File: config.mk
export PLATFORM = sky130hd
export DESIGN_NAME = program_space_data_window
export DESIGN_NICKNAME = d
export VERILOG_FILES = /design/src/logic/pwin_pkg.sv /design/src/logic/pwin_if.sv /design/src/logic/program_space_data_window.sv /design/src/logic/pwin_xlate.sv /design/src/logic/pwin_penalty.sv
export SDC_FILE = /design/constraint.sdc
export NUM_CORES = 1
export LEC_CHECK = 0
export ABC_AREA = 0
export BUFFER_PORTS_ARGS = -buffer_cell sky130_fd_sc_hd__buf_2
export CORE_MARGIN = 2
export CORE_UTILIZATION = 36
export CTS_BUF_LIST = sky130_fd_sc_hd__clkbuf_2 sky130_fd_sc_hd__clkbuf_4 sky130_fd_sc_hd__clkbuf_8
export DETAILED_ROUTE_END_ITERATION = 16
export GPL_TIMING_DRIVEN = 0
export PLACE_DENSITY_LB_ADDON = 0.12
export SLEW_MARGIN = 30
export SYNTH_ARGS = -nofsm -noshare
export SYNTH_HDL_FRONTEND = slang
export SYNTH_HIERARCHICAL = 1
export SYNTH_SLANG_ARGS = --single-unit
export TNS_END_PERCENT = 10
File: constraint.sdc
create_clock -name i_mclk -period 1.5 [get_ports i_mclk]
set_clock_uncertainty 0.2 [all_clocks]
set_input_delay 0.3 -clock i_mclk [delete_from_list [all_inputs] [get_ports i_mclk]]
set_output_delay 0.3 -clock i_mclk [all_outputs]
set_load 0.01 [all_outputs]
File: src/logic/pwin_pkg.sv
// Constants and types shared by the program-space data window
`default_nettype none
package pwin_pkg;
  localparam int DATA_AW = 16;
  localparam int PROG_AW = 24;
  localparam int PROG_DW = 24;
  localparam int DATA_DW = 16;
  localparam int LOW_BITS = 15;
  localparam int PAGE_W = 8;
  localparam int ENABLE_BIT = 2;
  localparam logic [15:0] CORE_CTRL_RESET = 16'h0020;
  localparam logic [7:0] PAGE_RESET = 8'h00;
  localparam logic [15:0] WINDOW_BASE = 16'h8000;
  localparam logic [1:0] PEN_NONE = 2'h0;
  localparam logic [1:0] PEN_ONE = 2'h1;
  localparam logic [1:0] PEN_TWO = 2'h2;
  typedef enum logic [1:0] {
    CLS_MAC_PREFETCH = 2'b00,
    CLS_MOVE = 2'b01,
    CLS_DOUBLE_MOVE = 2'b10,
    CLS_OTHER = 2'b11
  } instr_class_t;
  typedef enum logic [2:0] {
    REP_NONE = 3'b000,
    REP_FIRST = 3'b001,
    REP_MIDDLE = 3'b010,
    REP_LAST = 3'b011,
    REP_INT_EXIT = 3'b100,
    REP_INT_REENTER = 3'b101
  } rep_pos_t;
endpackage
`default_nettype wire

File: src/logic/pwin_if.sv
// Bundle between translator and penalty logic
`timescale 1ns/10ps
`default_nettype none
interface pwin_if;
  logic hit;
  pwin_pkg::instr_class_t cls;
  pwin_pkg::rep_pos_t rep;
  logic [1:0] extra;
  modport xlate(output hit, output cls, output rep, input extra);
  modport pen(input hit, input cls, input rep, output extra);
endinterface
`default_nettype wire

File: src/logic/program_space_data_window.sv
// Top of the program-space data window bridge
`timescale 1ns/10ps
`default_nettype none
// What this block does
// - Upper data half maps to selectable page
// - Redirect only when msb and enable set
// - Window addresses always belong to X space
// - Each address from 0x8000 up maps one word
// - Return only low 16 program bits
// - Low 15 address bits pass unchanged
// - Page register supplies upper address bits
// - Program address steps by two per word
// - Table instructions suspend window translation
// - Prefetch MAC and moves add one cycle
// - Other instructions add two cycles
// - Repeat edges and interrupts add two cycles
// - Middle repeat iterations add no cycle
module program_space_data_window (
  input wire logic i_mclk,
  input wire logic i_sys_rst,
  input wire logic i_ce,
  input wire logic i_ctrl_wr,
  input wire logic [15:0] i_ctrl_wdata,
  input wire logic i_page_wr,
  input wire logic [7:0] i_page_wdata,
  input wire logic i_req,
  input wire logic [15:0] i_addr,
  input wire logic i_y_space,
  input wire logic i_table_op,
  input wire pwin_pkg::instr_class_t i_cls,
  input wire pwin_pkg::rep_pos_t i_rep,
  input wire logic [23:0] i_prog_rdata,
  input wire logic [15:0] i_data_rdata,
  output logic [15:0] o_core_control_reg,
  output logic [7:0] o_window_page_reg,
  output logic o_prog_req,
  output logic [23:0] o_prog_addr,
  output logic o_data_req,
  output logic o_x_space,
  output logic [15:0] o_data_addr,
  output logic [1:0] o_extra_cycles,
  output logic o_rvalid,
  output logic [15:0] o_rdata
);
  // Control registers and the decoded window enable
  logic [15:0] core_control_reg;
  logic [15:0] next_core_control_reg;
  logic [7:0] window_page_reg;
  logic [7:0] next_window_page_reg;
  logic program_window_enable;

  // Translator results
  logic hit;
  logic [23:0] paddr;

  // Access pipeline: taken request, then a one-cycle answer pulse
  logic pend;
  logic next_pend;
  logic pend_prog;
  logic next_pend_prog;
  logic rvalid;
  logic next_rvalid;

  // Returned word and its holding register
  wire logic [15:0] answer_word;
  logic [15:0] rdata;
  logic [15:0] next_rdata;

  pwin_if pbus();

  always_comb begin
    if (i_ctrl_wr) begin
      next_core_control_reg = i_ctrl_wdata;
    end else begin
      next_core_control_reg = core_control_reg;
    end
  end

  always_ff @(posedge i_mclk or posedge i_sys_rst) begin
    if (i_sys_rst) begin
      core_control_reg <= pwin_pkg::CORE_CTRL_RESET;
    end else if (i_ce) begin
      core_control_reg <= next_core_control_reg;
    end
  end

  // A page write lands at the edge that takes an access on the old page
  always_comb begin
    if (i_page_wr) begin
      next_window_page_reg = i_page_wdata;
    end else begin
      next_window_page_reg = window_page_reg;
    end
  end

  always_ff @(posedge i_mclk or posedge i_sys_rst) begin
    if (i_sys_rst) begin
      window_page_reg <= pwin_pkg::PAGE_RESET;
    end else if (i_ce) begin
      window_page_reg <= next_window_page_reg;
    end
  end

  assign program_window_enable = core_control_reg[pwin_pkg::ENABLE_BIT];

  pwin_xlate u_xlate (
    .i_addr(i_addr),
    .i_enable(program_window_enable),
    .i_table_op(i_table_op),
    .i_page(window_page_reg),
    .o_hit(hit),
    .o_paddr(paddr)
  );

  // Penalty logic only sees accesses that are really taken
  assign pbus.hit = hit & i_req;
  assign pbus.cls = i_cls;
  assign pbus.rep = i_rep;

  pwin_penalty u_penalty (
    .bus(pbus)
  );

  // Routing is combinational so the core sees it in the same cycle
  always_comb begin
    if (i_req && hit) begin
      o_prog_req = 1'h1;
    end else begin
      o_prog_req = 1'h0;
    end
  end

  always_comb begin
    o_prog_addr = paddr;
  end

  always_comb begin
    if (i_req && !hit) begin
      o_data_req = 1'h1;
    end else begin
      o_data_req = 1'h0;
    end
  end

  always_comb begin
    o_data_addr = i_addr;
  end

  // Window region is X space even for dual-operand fetches
  always_comb begin
    if (i_addr[15]) begin
      o_x_space = 1'h1;
    end else begin
      o_x_space = ~i_y_space;
    end
  end

  always_comb begin
    o_extra_cycles = pbus.extra;
  end

  // No queue: a taken access is answered exactly two cycles later
  always_comb begin
    next_rvalid = pend;
    if (i_req) begin
      next_pend = 1'h1;
      next_pend_prog = hit;
    end else begin
      next_pend = 1'h0;
      next_pend_prog = 1'h0;
    end
  end

  always_ff @(posedge i_mclk or posedge i_sys_rst) begin
    if (i_sys_rst) begin
      pend <= 1'h0;
      pend_prog <= 1'h0;
      rvalid <= 1'h0;
    end else if (i_ce) begin
      pend <= next_pend;
      pend_prog <= next_pend_prog;
      rvalid <= next_rvalid;
    end
  end

  // Only the low 16 bits of a program word are selectable; its upper byte
  // never reaches the core
  for (genvar b = 0; b < 16; b++) begin : g_answer_bit
    assign answer_word[b] = pend_prog ? i_prog_rdata[b]
      : i_data_rdata[b];
  end

  // Read data holds until the next answer replaces it
  always_comb begin
    if (pend) begin
      next_rdata = answer_word;
    end else begin
      next_rdata = rdata;
    end
  end

  always_ff @(posedge i_mclk or posedge i_sys_rst) begin
    if (i_sys_rst) begin
      rdata <= 16'h0000;
    end else if (i_ce) begin
      rdata <= next_rdata;
    end
  end

  assign o_core_control_reg = core_control_reg;
  assign o_window_page_reg = window_page_reg;
  assign o_rvalid = rvalid;
  assign o_rdata = rdata;
endmodule
`default_nettype wire

File: src/logic/pwin_xlate.sv
// Address translation from data window to program space
`timescale 1ns/10ps
`default_nettype none
module pwin_xlate (
  input wire logic [15:0] i_addr,
  input wire logic i_enable,
  input wire logic i_table_op,
  input wire logic [7:0] i_page,
  output logic o_hit,
  output logic [23:0] o_paddr
);
  always_comb begin
    // Msb set and enabled; table ops suspend the window
    o_hit = i_addr[15] & i_enable & ~i_table_op;
    // Page supplies upper bits, low 15 pass; byte address steps by 2
    o_paddr = {i_page, i_addr[14:0], 1'h0};
  end
endmodule
`default_nettype wire

File: src/logic/pwin_penalty.sv
// Extra-cycle penalty for window accesses
`timescale 1ns/10ps
`default_nettype none
module pwin_penalty (
  pwin_if.pen bus
);
  always_comb begin
    bus.extra = pwin_pkg::PEN_NONE;
    if (bus.hit) begin
      unique case (bus.rep)
        pwin_pkg::REP_NONE: begin
          if (bus.cls == pwin_pkg::CLS_OTHER) begin
            bus.extra = pwin_pkg::PEN_TWO;
          end else begin
            bus.extra = pwin_pkg::PEN_ONE;
          end
        end
        pwin_pkg::REP_MIDDLE: begin
          bus.extra = pwin_pkg::PEN_NONE;
        end
        pwin_pkg::REP_FIRST, pwin_pkg::REP_LAST,
        pwin_pkg::REP_INT_EXIT, pwin_pkg::REP_INT_REENTER: begin
          bus.extra = pwin_pkg::PEN_TWO;
        end
        default: begin
          bus.extra = pwin_pkg::PEN_TWO;
        end
      endcase
    end
  end
endmodule
`default_nettype wire

# Yosys cells after proc, flatten, opt, wreduce, memory -nomap -nowiden
# Index checks and enable logic that the tools add are counted.
[classes] bitwise=5 n_reduce_logical=7 n_mux=24 n_eq_ne=2
[op_table] cell="2-to-1 mux 1 bit" n=21
[op_table] cell="AND reduction 2 bit" n=3
[op_table] cell="2-to-1 mux 2 bit" n=2
[op_table] cell="one-hot mux 2 bit (2 select lines)" n=1
[op_table] cell="AND 1 bit" n=3
[op_table] cell="== test 3 x 2 -> 1 bit, second input constant" n=1
[op_table] cell="logical NOT 3 bit" n=1
[op_table] cell="== test 2 bit, second input constant" n=1
[op_table] cell="logical AND 1 bit" n=2
[op_table] cell="inverter 1 bit" n=2
[op_table] cell="logical NOT 1 bit" n=1
[word_totals] word_cells=44 inputBits=93 regBits=43

# Logic depth before layout (Yosys ltp)
[logic_depth] word_depth=5 ltp_mapped=5

# Modules after synthesis
# Netlist, hierarchy kept.
[by_module_without_submodules] mod="program_space_data_window" area_per_inst_um2=1966.9 cells_per_inst=150 instances=1 seq_area_each_um2=1077.3
[by_module_without_submodules] mod="pwin_xlate" area_per_inst_um2=192.7 cells_per_inst=26 instances=1 seq_area_each_um2=0.0
[by_module_without_submodules] mod="pwin_penalty" area_per_inst_um2=35.0 cells_per_inst=5 instances=1 seq_area_each_um2=0.0

# Worst setup path after synthesis
# OpenSTA, ideal clock, no wires.
[synth_path] path_kind="flip-flop to output port" startpoint="register core_control_reg[2], in the netlist o_core_control_reg[2]" endpoint="output o_extra_cycles[0]" slack_ns=-0.167 path_stages_with_launch=5 required_ns=1.000 arrival_time_ns=1.167 cell_sequence="dfrtp_1 and3b_1 and2_1 nand2b_1 nor4b_2"
[synth_between] elab_chain_len=4
[synth_lines] item="from (decl)" line_no="program_space_data_window.sv:46" source="logic [15:0] core_control_reg;"
[synth_lines] item="from (signal assigned)" line_no="program_space_data_window.sv:81" source="core_control_reg <= pwin_pkg::CORE_CTRL_RESET;"
[synth_lines] item="from (signal assigned)" line_no="program_space_data_window.sv:83" source="core_control_reg <= next_core_control_reg;"
[synth_lines] item="AND 1 bit (2 in a row)" line_no="pwin_xlate.sv:14" source="o_hit = i_addr[15] & i_enable & ~i_table_op;"
[synth_lines] item="net hit" line_no="program_space_data_window.sv:53" source="logic hit;"
[synth_lines] item="AND 1 bit" line_no="program_space_data_window.sv:116" source="assign pbus.hit = hit & i_req;"
[synth_lines] item="2-to-1 mux 2 bit" line_no="pwin_penalty.sv:9" source="if (bus.hit) begin"
[synth_lines] item="to (decl)" line_no="program_space_data_window.sv:41" source="output logic [1:0] o_extra_cycles,"
# The timed path passes the listed nets, and every way through them passes these cells.

# Worst setup path after layout
# Same ends and word-level chain as after synthesis.

==> impl_metrics.py <==
metrics = {
    "sta": {
        "setup_violations": 4,
        "hold_ws_ps": 35.08,
        "rsz0062_at_grt": "yes",
        "worst_slack_ps": -398.6,
        "max_freq_mhz": 526.7,
        "hold_viol_final": 0,
        "fin_crit_sh": 1.266,
        "post-route-min-period_ps": 1899,
        "finalSetupTns_ps": -1061,
        "finalMaxSlewViolations": 0,
    },
    "synth": {
        "synth_cells": 181,
        "synth_edf_count": 0,
        "ys_ff_latch": 43,
        "synthFlopType": "dfrtp_1",
        "yosys_warnings": 6,
        "synthArstFlopShare": 1.000,
        "seq_area_frac_synth": 0.4909,
        "synth_nets": 274,
        "postSynthAreaPerCell_um2": 12.12,
        "synth.distinct_cells": 19,
        "synth_area_um2": 2195,
    },
    "setup_path": {
        "cp_data_arrival_time_ps": 1400,
        "critPathKind": "flip-flop to output port",
        "crit_path_max_fanout": 3,
        "startpoint_type": "flip-flop",
        "end_kind": "output port",
        "required_ps": 1000,
        "r2r_cells": 4,
    },
    "clocking": {
        "cts_buffers": 5,
        "max-clock-path-buffers": 2,
        "insertion_delay_ps": 280,
        "clockRootBuffer": "clkbuf_8",
        "cts_max_level": 2,
        "clk_pin_slew_worst_paths_ps": 80,
        "cts.sinks": 43,
        "tritoncts": "done",
    },
    "route": {
        "drt_iter0_markers": 32,
        "drt-vias-per-instance": 4.372,
        "dr.pass1.iters": 4,
        "routed_wirelength_um": 5423,
        "avgRoutedWirePerCell_um": 12.85,
        "ant_nets": 0,
        "drc": 0,
        "vias": 1845,
    },
    "power_and_ir_drop": {
        "power.density_nw_per_um2": 977.7,
        "power_frac_comb": 0.311,
        "p_leak_nw": 1.697,
        "sequentialPowerShare": 0.460,
        "power.switching_uw": 926.0,
        "switching_share": 0.2940,
        "power.total_mw": 3.150,
        "p_clk_frac": 0.230,
        "ir_drop_uv": 458.8,
        "internal_power_mw": 2.224,
    },
    "place": {
        "hpwl_um": 4170,
        "placed_cells": 410,
        "io_buffers": 154,
        "dpl_worst_slack_ps": -227.9,
        "gp_congestion": 0.7044,
        "place_area_um2": 3074,
    },
    "run_status": {
        "status": "finished, violations left",
        "violations": "setup timing",
    },
    "floorplanning": {
        "io_pins": 179,
        "fp.coreArea_um2": 5921,
        "start_util": 0.3707,
        "die-area_um2": 6736,
        "rows": 28,
        "die_h_um": 82.08,
        "die_w_um": 82.08,
    },
    "final_layout": {
        "multi_input_area_um2": 763.2,
        "areaGrowthSynthToFinish_pct": 46.81,
        "diodes": 0,
        "final_net_count": 439,
        "layout_common_cells": "buf_2, buf_4, dfrtp_1",
        "final_common_cell": "buf_2",
        "fillers": 555,
        "fin_util": 0.5442,
        "ff_latch_area_um2": 1077,
        "final_area_um2": 3222,
        "drive_above_1_share": 0.7118,
        "fin_cells": 422,
    },
    "min_path": {
        "worst_hold_path_type": "input port to flip-flop",
        "holdPathStages": 2,
    },
    "run": {
        "cap_violations": 0,
    },
    "global_routing": {
        "track_usage": 0.1503,
        "grt_pass1_wl_um": 7693,
        "antenna_found_initial": 0,
        "grt_max_degree": 44,
        "grt_pass1_vias": 1624,
        "overflow": 0,
    },
}
==> layout make-up <==
| type | count | area share |
|---|---|---|
| Inverter | 1 | 0.002330 |
| Clock inverter | 2 | 0.003883 |
| Multi-Input combinational cell | 88 | 0.2369 |
| Tap cell | 75 | 0.02913 |
| Sequential cell | 43 | 0.3344 |
| Buffer | 49 | 0.1146 |
| Clock buffer | 6 | 0.02369 |
| Timing Repair Buffer | 158 | 0.2551 |
==> power groups by stage <==
stage	Clock, mW	Sequential [mW]	Combinational, mW
floorplan	0	1.55	0.461
global placement	0	1.46	0.969
detailed placement	0	1.47	0.976
CTS	0.765	1.45	0.985
global route	0.796	1.47	1.07
finish	0.724	1.45	0.978
==> what timing repair did <==
action	4_1_cts	5_1_grt
pin swaps	2	0
setup buffers	2	0
endpoints found under the hold margin	0	13
resized for setup	2	0
hold buffers	0	1
setup endpoints to repair	4	4
==> critical path: stages, from the launching register on <==
cell and delay (ps):
dfrtp_1 340, and3b_1 170, and2_4 170, nand2b_4 70, nor4b_4 200, buf_2 160
==> Yosys cell counts (2+ instances only) <==
cell type,instances,share of area
buf_4,42,0.14
dfrtp_1,42,0.48
nand2b_1,2,0.0057
mux2_2,17,0.087
buf_2,4,0.0091
and2_1,2,0.0057
mux2_4,10,0.068
a21oi_1,32,0.073
nand2_1,2,0.0034
buf_6,3,0.015
mux2i_1,16,0.073
o21ai_0,2,0.0046
==> logic make-up (layout without fill, tap and decap cells) <==
logic type	count (synthesis)	in the layout	synth area share
buf+inv	50	216	0.1699
mux	43	43	0.2286
flops	43	43	0.4909
compound gates	34	34	0.07754
simple gates	10	10	0.03136
other cells	1	1	0.001709
==> metal layers <==
metal / GRT usage / up-vias / share of wire
met5: 0 / - / 0
met2: 0.2545 / 103 / 0.48
met4: 0.05000 / 0 / 0.0090
met3: 0.03516 / 5 / 0.098
li1: - / 905 / -
met1: 0.1885 / 832 / 0.41
==> path summary, 6_finish.rpt <==
check	from	endpoint	slack, ps
min in group asynchronous	i_sys_rst	o_core_control_reg[4]	330
hold reg to reg	o_core_control_reg[4]	o_core_control_reg[4]	310
setup / recovery	o_core_control_reg[2]	o_extra_cycles[0]	-400
hold / removal	i_page_wdata[3]	o_window_page_reg[3]	40
setup reg to reg	o_core_control_reg[2]	pend_prog	80
max in group asynchronous	i_sys_rst	o_rdata[14]	320
No activity file was read; power rests on OpenSTA's default activity.
